## src/rtl/adc_ctrl_pkg.sv

```systemverilog
// Package for the converter/comparator control block.
// Assumes one 125 MHz clock; a machine cycle is a divided enable pulse.
package adc_ctrl_pkg;
  // ------------------------------------------------------------
  // Register map (word index, byte address = 4 * index)
  // ------------------------------------------------------------
  localparam logic [3:0] ADDR_MODE = 4'h0;      // converter_mode_reg
  localparam logic [3:0] ADDR_IRQ2 = 4'h1;      // second_irq_control_reg
  localparam logic [3:0] ADDR_CMD = 4'h2;       // instruction strobes
  localparam logic [3:0] ADDR_RESULT = 4'h3;    // result / reference
  localparam logic [3:0] ADDR_STATUS = 4'h4;    // sticky events
  localparam logic [3:0] ADDR_MASK = 4'h5;      // event mask
  localparam logic [3:0] ADDR_ACC = 4'h6;       // accumulator
  localparam logic [3:0] ADDR_PINSEL = 4'h7;    // analog pin claim
  localparam logic [3:0] ADDR_PORT = 4'h8;      // port output latches / pins
  // ------------------------------------------------------------
  // Field positions
  // ------------------------------------------------------------
  localparam int MODE_CMP_BIT = 3;      // 1 = comparator mode
  localparam int IRQ2_ADC_EN_BIT = 2;   // converter interrupt enable
  localparam int CMD_START_BIT = 0;     // begin_conversion_instr
  localparam int CMD_SKIPCLR_BIT = 1;   // skip_clear_done_instr
  localparam int CMD_MOVELO_BIT = 2;    // move_result_low_instr
  localparam int ST_DONE_BIT = 0;
  localparam int ST_RESTART_BIT = 1;
  localparam int ST_SKIP_BIT = 2;       // a skip-clear found flag set
  // ------------------------------------------------------------
  // Reset values and timing
  // ------------------------------------------------------------
  localparam logic [3:0] MODE_RESET = 4'h0;
  localparam logic [3:0] IRQ2_RESET = 4'h0;
  localparam logic [7:0] PINSEL_RESET = 8'h00;
  localparam logic [2:0] MASK_RESET = 3'h0;
  localparam int RES_W = 10;
  localparam int CLK_MHZ = 125;
  localparam int MACH_NS = 1000;                        // machine cycle, ns
  localparam int MACH_DIV = (MACH_NS * CLK_MHZ) / 1000; // clocks per machine cycle
  localparam int CMP_MC = 8;                            // comparison length
  localparam int SAR_MC_PER_BIT = 1;
  localparam logic [1:0] SETTLE_CLKS = 2'h2;            // synchroniser stages before a decision
  typedef enum logic [2:0] {
    ST_IDLE = 3'b001,
    ST_SAR = 3'b010,
    ST_CMP = 3'b100
  } conv_state_e;
endpackage

```

## src/rtl/adc_ctrl_if.sv

```systemverilog
// Interface between control logic and the analog front end model.
// Assumes one clock domain; the control side owns sample requests.
`timescale 1ns/1ps
interface adc_ctrl_if;
  logic [2:0] chan;
  logic [9:0] dac_code;
  logic cmp_hi;
  modport ctrl (output chan, output dac_code, input cmp_hi);
  modport front (input chan, input dac_code, output cmp_hi);
endinterface

```

## src/rtl/machine_tick.sv

```systemverilog
// Machine-cycle enable divider.
// Assumes a free running clk; emits one-cycle pulses.
`timescale 1ns/1ps
module machine_tick
  import adc_ctrl_pkg::*;
(
  input wire logic clk, // system clock
  input wire logic arst_n, // async reset, low
  output logic tick // one pulse per machine cycle
);
  logic [7:0] cnt;
  always_ff @(posedge clk or negedge arst_n) begin
    if (!arst_n) begin
      cnt <= 8'h00;
      tick <= 1'b0;
    end else if (cnt == 8'(MACH_DIV - 1)) begin
      cnt <= 8'h00;
      tick <= 1'b1;
    end else begin
      cnt <= cnt + 8'h01;
      tick <= 1'b0;
    end
  end
endmodule // machine_tick

```

## src/rtl/adc_comparator_control.sv

```systemverilog
// Converter / comparator control: SAR sequencing, comparator timing,
// done flag, interrupt, pin claim and low-result transfer.
// Assumes an analog front end giving a synchronous-ish compare bit.
//
// Contract
// Restart during conversion discards and begins again
// Software keeps mode bit during activity
// Software clears interrupt enable before leaving comparator
// Mode change may set done flag
// Software skip-clears flag after mode write
// Comparator input above reference keeps flag clear
// Clear flag after comparison raises no interrupt
// Comparison finishes eight machine cycles after start
// Software polls flag after comparison time
// Analog-selected pins leave general-purpose port duty
// Low transfer: result bits to acc 3:2
// Ten-bit SAR result; flag set at last
// Comparator reference from result; flag means below
`timescale 1ns/1ps
module adc_comparator_control
  import adc_ctrl_pkg::*;
(
  input wire logic clk, // 125 MHz system clock
  input wire logic arst_n, // async reset, active low
  input wire logic [3:0] addr, // register index
  input wire logic [31:0] wdata, // write data
  input wire logic wr_en, // write strobe
  input wire logic rd_en, // read strobe
  output logic [31:0] rdata, // read data, cycle after rd_en
  output logic irq, // level interrupt
  output logic [2:0] analog_chan, // selected analog input
  output logic [9:0] dac_code, // SAR trial or comparator reference
  input wire logic cmp_hi, // analog input above dac level (async)
  input wire logic [7:0] port_pin_in, // shared_port_b/c pin levels
  output logic [7:0] port_out, // shared port output levels
  output logic [7:0] port_oe // shared port output enables
);
  // ------------------------------------------------------------
  // Machine-cycle enable and front end link
  // ------------------------------------------------------------
  logic mtick;
  machine_tick u_tick (
    .clk(clk),
    .arst_n(arst_n),
    .tick(mtick)
  );
  adc_ctrl_if fe ();
  assign analog_chan = fe.chan;
  assign dac_code = fe.dac_code;
  assign fe.cmp_hi = cmp_hi;

  // Compare bit and pin levels come from outside the clock domain
  logic cmp_s1, cmp_s2;
  logic [7:0] pin_s1, pin_s2;
  always_ff @(posedge clk or negedge arst_n) begin
    if (!arst_n) begin
      cmp_s1 <= 1'b0;
      cmp_s2 <= 1'b0;
      pin_s1 <= 8'h00;
      pin_s2 <= 8'h00;
    end else begin
      cmp_s1 <= fe.cmp_hi;
      cmp_s2 <= cmp_s1;
      pin_s1 <= port_pin_in;
      pin_s2 <= pin_s1;
    end
  end

  // ------------------------------------------------------------
  // Software registers
  // ------------------------------------------------------------
  logic [3:0] converter_mode_reg;
  logic [3:0] second_irq_control_reg;
  logic [7:0] pin_sel;
  logic [7:0] port_latch;
  logic [3:0] acc;
  logic [RES_W-1:0] result;
  logic [2:0] status;
  logic [2:0] mask;
  logic wr_mode, wr_cmd, wr_result;
  logic wr_irq2, wr_pinsel, wr_port, wr_mask, wr_acc, wr_status;
  logic start_instr, skipclr_instr, movelo_instr;

  // One strobe-and-index match, shared by every register write decode
  function automatic logic hit(input logic strobe, input logic [3:0] a, input logic [3:0] idx);
    return strobe && a == idx;
  endfunction

  assign wr_mode = hit(wr_en, addr, ADDR_MODE);
  assign wr_cmd = hit(wr_en, addr, ADDR_CMD);
  assign wr_result = hit(wr_en, addr, ADDR_RESULT);
  assign wr_irq2 = hit(wr_en, addr, ADDR_IRQ2);
  assign wr_pinsel = hit(wr_en, addr, ADDR_PINSEL);
  assign wr_port = hit(wr_en, addr, ADDR_PORT);
  assign wr_mask = hit(wr_en, addr, ADDR_MASK);
  assign wr_acc = hit(wr_en, addr, ADDR_ACC);
  assign wr_status = hit(wr_en, addr, ADDR_STATUS);
  assign start_instr = wr_cmd && wdata[CMD_START_BIT];
  assign skipclr_instr = wr_cmd && wdata[CMD_SKIPCLR_BIT];
  assign movelo_instr = wr_cmd && wdata[CMD_MOVELO_BIT];

  // One process per register keeps each reset value beside its write
  always_ff @(posedge clk or negedge arst_n) begin
    if (!arst_n) begin
      converter_mode_reg <= MODE_RESET;
    end else if (wr_mode) begin
      converter_mode_reg <= wdata[3:0];
    end
  end

  always_ff @(posedge clk or negedge arst_n) begin
    if (!arst_n) begin
      second_irq_control_reg <= IRQ2_RESET;
    end else if (wr_irq2) begin
      second_irq_control_reg <= wdata[3:0];
    end
  end

  always_ff @(posedge clk or negedge arst_n) begin
    if (!arst_n) begin
      pin_sel <= PINSEL_RESET;
    end else if (wr_pinsel) begin
      pin_sel <= wdata[7:0];
    end
  end

  always_ff @(posedge clk or negedge arst_n) begin
    if (!arst_n) begin
      port_latch <= 8'h00;
    end else if (wr_port) begin
      port_latch <= wdata[7:0];
    end
  end

  always_ff @(posedge clk or negedge arst_n) begin
    if (!arst_n) begin
      mask <= MASK_RESET;
    end else if (wr_mask) begin
      mask <= wdata[2:0];
    end
  end

  // Low-result transfer writes the accumulator as well as plain writes
  always_ff @(posedge clk or negedge arst_n) begin
    if (!arst_n) begin
      acc <= 4'h0;
    end else if (movelo_instr) begin
      acc <= {result[1:0], 2'b00};
    end else if (wr_acc) begin
      acc <= wdata[3:0];
    end
  end

  // ------------------------------------------------------------
  // Conversion / comparison sequencer
  // ------------------------------------------------------------
  conv_state_e state;
  logic [3:0] bit_idx;
  logic [3:0] mc_cnt;
  logic cmp_mode;
  logic mode_prev;
  logic seq_done, cmp_below, mode_to_conv;

  assign cmp_mode = converter_mode_reg[MODE_CMP_BIT];
  assign mode_to_conv = mode_prev && !cmp_mode;

  always_ff @(posedge clk or negedge arst_n) begin
    if (!arst_n) begin
      mode_prev <= 1'b0;
    end else begin
      mode_prev <= cmp_mode;
    end
  end

  // ------------------------------------------------------------
  // Decision settle guard
  // ------------------------------------------------------------
  // The compare bit lags the trial level by the two synchroniser
  // stages, so a tick that lands right after a start is skipped;
  // the cost is at most one extra machine cycle per run.
  logic [1:0] settle;
  logic step;

  always_ff @(posedge clk or negedge arst_n) begin
    if (!arst_n) begin
      settle <= 2'h0;
    end else if (start_instr) begin
      settle <= SETTLE_CLKS;
    end else if (settle != 2'h0) begin
      settle <= settle - 2'h1;
    end
  end

  assign step = mtick && settle == 2'h0;

  always_ff @(posedge clk or negedge arst_n) begin
    if (!arst_n) begin
      state <= ST_IDLE;
      bit_idx <= 4'h0;
      mc_cnt <= 4'h0;
    end else if (start_instr) begin
      // Any run in progress is dropped and a fresh one begins
      state <= cmp_mode ? ST_CMP : ST_SAR;
      bit_idx <= 4'(RES_W - 1);
      mc_cnt <= 4'h0;
    end else if (step) begin
      unique case (state)
        ST_IDLE: ;
        ST_SAR: begin
          if (bit_idx == 4'h0) begin
            state <= ST_IDLE;
          end else begin
            bit_idx <= bit_idx - 4'h1;
          end
        end
        ST_CMP: begin
          if (mc_cnt == 4'(CMP_MC - 1)) begin
            state <= ST_IDLE;
          end else begin
            mc_cnt <= mc_cnt + 4'h1;
          end
        end
      endcase
    end
  end

  assign seq_done = step && !start_instr &&
    ((state == ST_SAR && bit_idx == 4'h0) ||
     (state == ST_CMP && mc_cnt == 4'(CMP_MC - 1)));
  // Comparator reports below only when input is not above reference
  assign cmp_below = !cmp_s2;

  // Result register: SAR bits, or reference written by software
  always_ff @(posedge clk or negedge arst_n) begin
    if (!arst_n) begin
      result <= '0;
    end else if (start_instr && !cmp_mode) begin
      result <= '0;
    end else if (wr_result) begin
      result <= wdata[RES_W-1:0];
    end else if (step && !start_instr && state == ST_SAR) begin
      // Input above the trial level keeps the bit under test
      result[bit_idx] <= cmp_s2;
    end
  end

  // Lowest claimed pin feeds the converter; with none claimed, input 0
  always_comb begin
    fe.chan = 3'h0;
    for (int i = 7; i >= 0; i--) begin
      if (pin_sel[i]) begin
        fe.chan = 3'(i);
      end
    end
  end

  // SAR trial level: decided bits plus the bit under test
  always_comb begin
    fe.dac_code = result;
    if (state == ST_SAR) begin
      fe.dac_code = result | (10'h001 << bit_idx);
    end
  end

  // ------------------------------------------------------------
  // Completion flag and sticky events
  // ------------------------------------------------------------
  logic conversion_done_flag;
  logic done_set;
  // Mode change back to conversion may glitch the flag high, as the
  // real converter does; software is expected to skip-clear it.
  assign done_set = (seq_done && (state == ST_SAR || cmp_below))
    || mode_to_conv;

  always_ff @(posedge clk or negedge arst_n) begin
    if (!arst_n) begin
      conversion_done_flag <= 1'b0;
    end else if (done_set) begin
      conversion_done_flag <= 1'b1; // set wins over clear
    end else if (skipclr_instr || start_instr) begin
      conversion_done_flag <= 1'b0;
    end
  end

  logic [2:0] ev;
  assign ev[ST_DONE_BIT] = done_set && second_irq_control_reg[IRQ2_ADC_EN_BIT];
  assign ev[ST_RESTART_BIT] = start_instr && state != ST_IDLE;
  assign ev[ST_SKIP_BIT] = skipclr_instr && conversion_done_flag;

  always_ff @(posedge clk or negedge arst_n) begin
    if (!arst_n) begin
      status <= 3'h0;
    end else begin
      for (int i = 0; i < 3; i++) begin
        // A same-cycle event beats the software clear of its bit
        if (ev[i]) begin
          status[i] <= 1'b1;
        end else if (wr_status && wdata[i]) begin
          status[i] <= 1'b0;
        end
      end
    end
  end

  // Level output: high until software clears or masks every event
  assign irq = |(status & mask);

  // ------------------------------------------------------------
  // Shared port pins
  // ------------------------------------------------------------
  // Claimed pins stop driving and read back as zero
  genvar g;
  generate
    for (g = 0; g < 8; g++) begin : g_pin
      assign port_oe[g] = !pin_sel[g] && !port_latch[g];
      assign port_out[g] = 1'b0;
    end
  endgenerate

  // ------------------------------------------------------------
  // Read port
  // ------------------------------------------------------------
  always_ff @(posedge clk or negedge arst_n) begin
    if (!arst_n) begin
      rdata <= 32'h0000_0000;
    end else if (rd_en) begin
      unique case (addr)
        ADDR_MODE: rdata <= {28'h0, converter_mode_reg};
        ADDR_IRQ2: rdata <= {28'h0, second_irq_control_reg};
        ADDR_CMD: rdata <= {29'h0, state != ST_IDLE, conversion_done_flag, 1'b0};
        ADDR_RESULT: rdata <= {22'h0, result};
        ADDR_STATUS: rdata <= {29'h0, status};
        ADDR_MASK: rdata <= {29'h0, mask};
        ADDR_ACC: rdata <= {28'h0, acc};
        ADDR_PINSEL: rdata <= {24'h0, pin_sel};
        ADDR_PORT: rdata <= {24'h0, pin_s2 & ~pin_sel};
        default: rdata <= 32'h0000_0000;
      endcase
    end else begin
      // Idle cycles read zero so a stale word never looks like data
      rdata <= 32'h0000_0000;
    end
  end
endmodule // adc_comparator_control

```

## config.mk

```make
export PLATFORM = sky130hd
export DESIGN_NAME = adc_comparator_control
export DESIGN_NICKNAME = d
export VERILOG_FILES = /design/src/rtl/adc_ctrl_pkg.sv /design/src/rtl/adc_ctrl_if.sv /design/src/rtl/machine_tick.sv /design/src/rtl/adc_comparator_control.sv
export SDC_FILE = /design/constraint.sdc
export NUM_CORES = 1
export LEC_CHECK = 0
export BUFFER_PORTS_ARGS = -buffer_cell sky130_fd_sc_hd__buf_2
export CORE_MARGIN = 4
export CORE_UTILIZATION = 45
export CTS_CLUSTER_DIAMETER = 60
export DETAILED_ROUTE_END_ITERATION = 7
export GPL_TIMING_DRIVEN = 0
export PLACE_DENSITY = 0.71
export SLEW_MARGIN = 20
export SYNTH_ARGS = -nofsm -noshare
export SYNTH_HDL_FRONTEND = slang
export SYNTH_SLANG_ARGS = --single-unit
export TNS_END_PERCENT = 30
```

## constraint.sdc

```tcl
create_clock -name clk -period 2.6 [get_ports clk]
set_input_delay 0.39 -clock clk [delete_from_list [all_inputs] [get_ports clk]]
set_output_delay 0.39 -clock clk [all_outputs]
set_load 0.01 [all_outputs]
```

==> results.md, run 1 <==
STA:
- The final hold violation count was 0.
- Subtracting the final worst setup slack from the clock period gives approximately 2300 ps.
- The tightest slew margin relative to the limit is 0.590.
- The slew of the pin with the lowest slew margin is just over 600 ps.
- The maximum clock frequency is 438 MHz.
- The number of pins exceeding their max-slew limit in the final report is 0.
- Dividing the final minimum period by the clock period gives 0.877.
- Clock skew on the completed layout was measured at 9.16 ps.
- The number of failing setup endpoints in the final timing report is 0.
- Setup repair after global routing left no endpoint under its margin.
- The setup TNS is 0 ps.

Placed design:
- After detailed placement, the total cell area comes to roughly 0.0053 mm2.
- The number of buffers added on ports is 55.
- The half-perimeter wire length after placement is 7780 um.
- At the end of routability-driven placement, the weighted congestion stood at roughly 0.85.

Power and ir drop:
- The sequential group share of total power is 0.518.
- Summed over all cells, the static leakage comes to 2.68 nW.
- The maximum vdd ir drop is just over 0.3 mV.
- In this run the power spent charging and discharging nets is ~1.2 mW.
- The internal power consumption is about 2.5 mW.
- The clock network fraction of total power is 0.247.
- Of the total power, combinational logic draws 0.236.
- Of the total power, the share spent switching nets is 0.325.
- The power density of the placed cells is about 680 mW/mm2.

Die:
- The placeable core region is 0.0103 mm2.
- The overall die width is 111 um.
- In this run the vertical extent of the chip is 111 um.
- The floorplan has 37 rows.
- The initial utilization of the core area, before any placement, comes to 0.461.
- The total die area is 0.0122 mm2.
- Pin placement for this block handled 111 I/O pins.

Logic synthesis:
- The share of the Yosys chip area taken by registers is 0.507.
- By area the synthesized netlist is led by dfrtp_1, mux2_2, buf_4, mux2i_1, nor2_1.
- In this run, distinct cell masters in the synthesized netlist total 53.
- After synthesis the cells add up to between 0.004 and 0.005 mm2.
- Counting flops with an async set or reset pin after synthesis yields a share of 1.00.
- Synthesis handed over a netlist of 446 instances.
- The number of enable-type register cells in the synthesized netlist is 0.
- After synthesis, the mean cell area works out to 10.6 um2.
- The biggest area contributor in the post-synthesis netlist is dfrtp_1.
- The synthesis-stage register bit count is 96.
- Yosys instantiated no cell more often than dfrtp_1.
- Of the post-synthesis cell area, the dominant cell type holds 0.501.
- The commonest cells after synthesis are dfrtp_1, nor2_1, nand2_1.
- The primary flip-flop cell chosen by synthesis mapping is dfrtp_1.
- The number of warnings issued by yosys is 0.

Worst setup path:
- In this run the worst path has a maximum fanout of 8.
- STA classifies the critical path startpoint as a flip-flop.
- The worst register-to-register path begins at settle[0].
- At the worst endpoint, the arrival time is ~1900 ps.
- The cell depth of the worst flop-to-flop path is 7.
- The required time at the worst-slack endpoint is approximately 2200 ps.
- The worst reg2reg path endpoint is result[8].
- The critical path class is reg2out.
- The worst setup path is captured at an output port.
- In this run the register-to-register setup slack is 620 ps.

Cells and area:
- After filler insertion, the fill cell instance count of the layout stands at 944.
- Compared with the post-synthesis result, the final layout area differs by 16.6%.
- 0 antenna diodes ended up in the layout.
- The proportion of layout cells with a drive suffix above 1 is 0.286.
- The net count of the finished layout is about 600.
- After routing the design area is around 0.0055 mm2.
- The final core utilization is 0.538.
- The largest registers in the layout are rdata x10, result x10.

Flow run:
- The tool flagged a number of max-cap violations equal to 0.

Detailed routing:
- After detailed routing, the number of vias per cell comes to around 5.3.
- The total via count after detailed routing is roughly 3600.
- The initial DRC count is ~220.
- In the routed design, unresolved DRC markers number 0.
- The iteration count of the initial detailed-routing pass is 5.
- Summed over all layers, the routed wires come to 10500 um.
- The count of nets left with antenna violations once routing finished came out at 0.
- The average wire per standard cell is around 15 um.

Global routing:
- The number of global-route vias before repair was about 3500.
- The global-route wire length before repair is approximately 18000 um.
- The sum of overflow across all layers after global routing is 0.
- In the global route stage, overall resource usage came out at 0.175.
- The initial antenna violation count was 0.
- Entering global routing, the biggest net connects 53 pins.

CTS:
- The number of H-tree branching levels is 3.
- Clock-pin slew was measured on the worst setup and hold paths at ~100 ps.
- Counting along the longest clock path gives a buffer depth of 2.
- At the later pin of the worst-skew pair, clock insertion delay measures around 360 ps.
- The tree built by TritonCTS fans out to between 90 and 100 sinks.
- The CTS root buffer is clkbuf_8.
- TritonCTS built the clock tree.
- In this run, CTS created clock tree buffers numbering 9.

Min path:
- Counting instances, the worst hold path has a depth of 1.
- The end point of the most critical hold path is pin_s1[6].
- The origin of the worst min-delay path is port_pin_in[6].
- The tightest min-delay check is of the in2reg type.

Status:
- The flow ran to the end, and the final reports show no timing, DRC or antenna violations.
## per-layer routing
| layer | vias up | part of all wire | global-route usage |
|---|---|---|---|
| met5 | - | 0 | 0 |
| met4 | 0 | 0.019 | 0.0558 |
| met3 | 20 | 0.060 | 0.0415 |
| met2 | 142 | 0.46 | 0.268 |
| met1 | 1740 | 0.46 | 0.247 |
| li1 | 1690 | - | - |
## power by group through the flow
| stage | clock [mW] | sequential [mW] | combinational, mW |
|---|---|---|---|
| CTS | 0.948 | 1.94 | 0.889 |
| global placement | 0 | 1.96 | 0.854 |
| floorplan | 0 | 1.90 | 0.615 |
| finish | 0.926 | 1.94 | 0.885 |
| detailed placement | 0 | 1.97 | 0.880 |
| global route | 1.03 | 1.97 | 0.984 |
## cell families (layout without fill, tap and decap cells)
kind of cell	count (synthesis)	after routing	share of synthesized area
and+or+nand+nor	134	134	0.148
DFF	96	96	0.507
AOI/OAI and AO/OA	83	83	0.115
buffers and inverters	66	139	0.0807
muxes	45	45	0.102
xor gates and xnor gates	12	12	0.0222
adders and majority gates	9	9	0.0237
other	1	30	0.000791
## how the worst max path moves through the flow
stage / cells past startpoint / slack (ps) / startpoint / end
5_1_grt: 4 / 260 / state[2] / dac_code[4]
6_report: 4 / 320 / state[2] / dac_code[4]
3_3_place_gp: 1 / 240 / arst_n / u_tick.cnt[1]
3_5_place_dp: 5 / 650 / addr[3] / status[0]
4_1_cts: 4 / 310 / state[2] / dac_code[4]
2_1_floorplan: 3 / 920 / state[2] / dac_code[4]
## repair_timing
| action | 4_1_cts | 5_1_grt |
|---|---|---|
| resized for setup | 0 | 0 |
| endpoints found under the hold margin | 44 | 0 |
| hold buffers | 1 | 0 |
| buffers inserted | 0 | 0 |
## worst max-delay path, cell delays in order (launching register included)
cell     delay (ps)
dfrtp_1         440
or3b_4          430
nor3b_4         350
a21o_1          190
buf_2           130
## per-stage QoR
step	setup slack [ps]	hold slack, ps	std cells	power, mW
6_report	319	120	684	3.75
5_1_grt	260	96.3	684	3.99
4_1_cts	313	108	684	3.77
3_5_place_dp	648	336	667	2.85
3_3_place_gp	243	334	666	2.81
2_1_floorplan	917	94.4	475	2.52
## cells in the final DEF (no fill, tap or decap), types with 7 or more instances in the layout
master / instances
a21o_1: 8
buf_2: 60
ha_1: 9
clkbuf_1: 9
inv_1: 18
conb_1: 30
mux2_2: 28
a31oi_1: 7
mux2i_1: 17
o21ai_0: 21
nand2_1: 33
nand3_1: 18
nor2_1: 45
a21oi_1: 20
clkbuf_8: 9
dfrtp_1: 95
buf_4: 32
## area by class of cell
type	instances	area [um2]	share of cell area
Sequential cell	96	2400	0.435
Inverter	18	67.6	0.0122
Clock inverter	7	63.8	0.0115
Tap cell	136	170	0.0308
Buffer	48	315	0.0570
Clock buffer	9	124	0.0224
Multi-Input combinational cell	313	2060	0.373
Timing Repair Buffer	57	319	0.0577
Note: power is estimated with default switching activity, not from simulation.
==> run 2: changes to the inputs <==
--- a/config.mk
+++ b/config.mk
@@ -5,13 +5,14 @@
 export SDC_FILE = /design/constraint.sdc
 export NUM_CORES = 1
 export LEC_CHECK = 0
+export ABC_AREA = 1
 export BUFFER_PORTS_ARGS = -buffer_cell sky130_fd_sc_hd__buf_2
 export CORE_MARGIN = 4
 export CORE_UTILIZATION = 45
 export CTS_CLUSTER_DIAMETER = 60
 export DETAILED_ROUTE_END_ITERATION = 7
 export GPL_TIMING_DRIVEN = 0
-export PLACE_DENSITY = 0.71
+export PLACE_DENSITY = 0.7
 export SLEW_MARGIN = 20
 export SYNTH_ARGS = -nofsm -noshare
 export SYNTH_HDL_FRONTEND = slang
==> constraint.sdc (replaced) <==
create_clock -name clk -period 2.6 [get_ports clk]
set_input_delay 0.39 -clock clk [delete_from_list [all_inputs] [get_ports clk]]
set_output_delay 0.39 -clock clk [all_outputs]
set_load 0.02 [all_outputs]
==> run 2 against run 1 <==
  * Synthesized cell count grew 43%
  * Synthesized area grew 7.8%
  * Register-to-register slack gained 190 ps
  * Wire length grew 20%
  * Sequential cell count is the same
  * Clock-buffer cell count is the same
  * Cell count grew 29%
  * Critical path depth grew 2
  * Highest routed layer unchanged
  * Combinational power shrank 15%
  * First-iteration DRC count grew 47%
==> results.md, run 2 <==
Logic synthesis:
- The library cell with the largest summed area after synthesis is dfrtp_1.
- The combined area of all synthesized cells is approximately 0.0051 mm2.
- Sorting the synthesized cells by how often they occur yields nand2_1, dfrtp_1, nand3_1.
- The cell with the most instances after synthesis is nand2_1.
- The fraction of synthesis flops using an asynchronous set or reset pin is 1.00.
- The synthesis-stage register bit count is 96.
- Of the post-synthesis cell area, the dominant cell type holds 0.465.
- The primary flip-flop cell chosen by synthesis mapping is dfrtp_1.
- The number of warnings issued by yosys is 0.
- Of the synthesized area, sequential elements account for 0.470.
- A synthesized cell averages 8.04 um2.
- The number of enable-type register cells in the synthesized netlist is 0.
- The cell count after synthesis came out at roughly 640.
- The count of distinct cell types in the synthesized netlist is 40.
- In the post-synthesis netlist, the biggest area contributors are dfrtp_1, nand2_1, nand3_1, buf_4, nor2_1.

Global routing:
- The initial antenna violation count is 0.
- The number of global-route vias before repair is 4278.
- Entering global routing, the biggest net connects approximately 70 pins.
- The sum of overflow across all layers after global routing is 0.
- The total global-route track usage is 0.198.
- The global-route wire length before repair is roughly 21000 um.

Die:
- The row count is 38.
- The die height is 115 um.
- The die covers between 0.01 and 0.015 mm2.
- The placeable core region is roughly 0.011 mm2.
- about 110 I/O pins were placed.
- The overall die width is about 110 um.
- The initial core utilization is 0.465.

Detailed routing:
- After detailed routing, the wire length on met1 is about 5400 um.
- The met3 wire length is around 860 um.
- The sum of met2 wire segment lengths after detailed routing is just over 6000 um.
- The iteration count of the initial detailed-routing pass is 8.
- The number of antenna-violating nets in the routed design is 0.
- After detailed routing, the average wire length per cell comes to around 14 um.
- The top layer used by detailed routing is met4.
- The total wire length after detailed routing is 12600 um.
- The first routing iteration left 323 violations.
- For this block, the via count after detailed routing is roughly 4400.
- The via density per instance is roughly 5.
- After detailed routing, the number of remaining DRC violations is 0.

CTS:
- At the later pin of the worst-skew pair, clock insertion delay measures 350 ps.
- TritonCTS created 9 clock buffers.
- The number of cells upsized or downsized after cts is 0.
- The clock passes through at most 2 buffers.
- The number of H-tree branching levels is 3.
- The TritonCTS clock tree is built.
- The number of clock sinks is 96.
- The root buffer cell chosen for the clock tree is clkbuf_16.
- After clock tree synthesis, the clock-pin slew on the worst setup and hold paths is about 70 ps.
- The total setup buffers inserted after CTS is 0.

Min path:
- The worst hold path depth is 1.
- The end point of the most critical hold path is pin_s1[5].
- The origin of the worst min-delay path is port_pin_in[5].
- The worst hold path belongs to the class in2reg.

Placed design:
- In this run the cell area measured after placement is between 0.005 and 0.006 mm2.
- In this run the tool buffered the top-level ports with 58 buffer cells.
- Summed over all nets, the half-perimeter wirelength after detailed placement is between 9000 and 10000 um.
- The final weighted congestion of routability-driven global placement is slightly above 0.9.

Power and ir drop:
- The switching power share of the total is 0.320.
- Of the total power, combinational logic draws 0.197.
- The reported net switching power is approximately 1.2 mW.
- The worst-case IR drop observed on VDD is approximately 0.33 mV.
- In this run the power density over the cells is ~640 mW/mm2.
- Summed over all cells, the static leakage comes to 3.35 nW.
- Cell internal power was estimated by the tool at around 2.6 mW.
- Of the total power, registers draw 0.474.
- Of the total power, the clock network draws 0.330.

STA:
- Static timing analysis puts the maximum clock frequency at just over 400 MHz.
- The number of pins exceeding their max-slew limit in the final report is 0.
- The setup TNS is 0 ps.
- On the final layout, the worst clock skew is roughly 8.3 ps.
- The final hold violation count was 0.
- Counting I/O delays and the setup requirement, the final critical path takes between 2000 and 2500 ps.
- Setup violations remaining at the end of the flow were counted as 0.
- Setup repair after global routing left no endpoint under its margin.
- The portion of the clock cycle consumed by the worst path in the final layout is 0.927.
- The worst slack on hold paths is around 140 ps.

Cells and area:
- The largest registers in the layout are rdata x10, result x10.
- Compared with the post-synthesis result, the final layout area differs by 17.6%.
- The final core utilization is 0.547.
- In the final layout, the share of cells above drive strength 1 is 0.206.
- The number of inserted diodes is 0.
- Summing all non-filler instances in the final layout gives an area of around 0.006 mm2.
- Leaving out fill and tap cells, the most frequent cells in the layout are nand2_1, dfrtp_1, nand3_1, nor2_1, buf_2.
- The number of fill cells is between 1000 and 1500.
- The multi-input combinational cell area is ~0.0022 mm2.
- Registers take about 0.0024 mm2.
- Leaving out fill and tap cells, the most frequent cell in the layout is nand2_1.
- The net count of the finished layout is around 800.

Flow run:
- The tool flagged a number of max-cap violations equal to 0.

Worst setup path:
- The signal arrival time at the worst endpoint is between 2000 and 2500 ps.
- The startpoint type of the worst setup path is a flip-flop.
- Tracing the worst setup path back leads to its startpoint at state[0].
- The required time at the worst-slack endpoint is between 2000 and 2500 ps.
- The endpoint identified for the worst register-to-register timing path is result[4].
- The critical path class is reg2out.
- In this run the critical register-to-register path is launched from settle[0].
- The worst setup path is captured at an output port.
- The setup slack of the most critical reg-to-reg path is 810 ps.
- The cell depth of the worst flop-to-flop path is 8.
- The critical-path maximum fanout is 10.

Status:
- The flow ran to the end, and the final reports show no timing, DRC or antenna violations.
-- run 2: changes by cell type in the layout (fill, tap and decap cells not counted), sizes merged, moves of 7 or more --
cell | before | now
nand2 | 34 | 178
clkbuf | 18 | 11
nand3 | 18 | 69
o21ai | 22 | 58
mux2 | 28 | 0
or2 | 0 | 9
nor2 | 45 | 71
inv | 21 | 66
nor3b | 10 | 1
a21oi | 20 | 10
a31oi | 8 | 1
a21o | 8 | 0
mux2i | 17 | 0
-- run 2: power by group through the flow --
stage	clock (mW)	sequential, mW	combinational (mW)
finish	1.27	1.82	0.756
global route	1.35	1.85	0.853
CTS	1.30	1.82	0.761
detailed placement	0	1.85	0.754
global placement	0	1.84	0.724
floorplan	0	1.81	0.515
-- run 2: per-layer routing --
| metal | track usage | vias up |
|---|---|---|
| met1 | 0.262 | 2079 |
| met4 | 0.0499 | 0 |
| met2 | 0.326 | 161 |
| met5 | 0 | - |
| met3 | 0.0507 | 17 |
| li1 | - | 2171 |
-- run 2: cells by family (layout without fill, tap and decap cells) --
group	Yosys count	after routing	synth area share
adder cells (fa/ha/maj)	9	9	0.0220
other	1	30	0.000734
XOR/XNOR	4	4	0.00685
AO/OA/AOI/OAI	74	74	0.0791
AND/OR/NAND/NOR	345	345	0.308
buffers and inverters	107	183	0.113
flip-flops	96	96	0.470
-- run 2: critical path: stages, from the launching register on --
cell and delay (ps):
dfstp_2 550, inv_1 50, nand3_1 150, clkbuf_1 350
nor2_1 100, or2_2 310, buf_2 170
-- run 2: final cells by class --
class                   instances  share of cell area
repair buffers                 60              0.0556
inverters                      64              0.0404
well taps                     140              0.0291
multi-input cells             462               0.373
flip-flops and latches         96               0.400
clock inverters                 7             0.00916
clock buffers                   9              0.0375
plain buffers                  43              0.0558
-- run 2: how the worst max path moves through the flow --
stage | end | slack, ps | depth (start not counted)
after floorplan | analog_chan[2] | 810 | 2
after global placement | u_tick.cnt[1] | 190 | 1
after detailed placement | dac_code[2] | 560 | 6
after CTS | dac_code[2] | 170 | 6
after global routing | dac_code[3] | 40 | 6
final | dac_code[3] | 190 | 6
-- run 2: timing repair --
action / in CTS / in global routing
endpoints found under the hold margin: 29 / 0
setup endpoints to repair: 0 / 0
hold buffers: 1 / 0
-- run 2: per-stage QoR --
step                setup WS [ps]  cells  power [mW]
detailed placement            556    864        2.60
global route                 40.0    881        4.05
finish                        190    881        3.84
floorplan                     814    665        2.33
global placement              191    863        2.56
CTS                           171    881        3.87
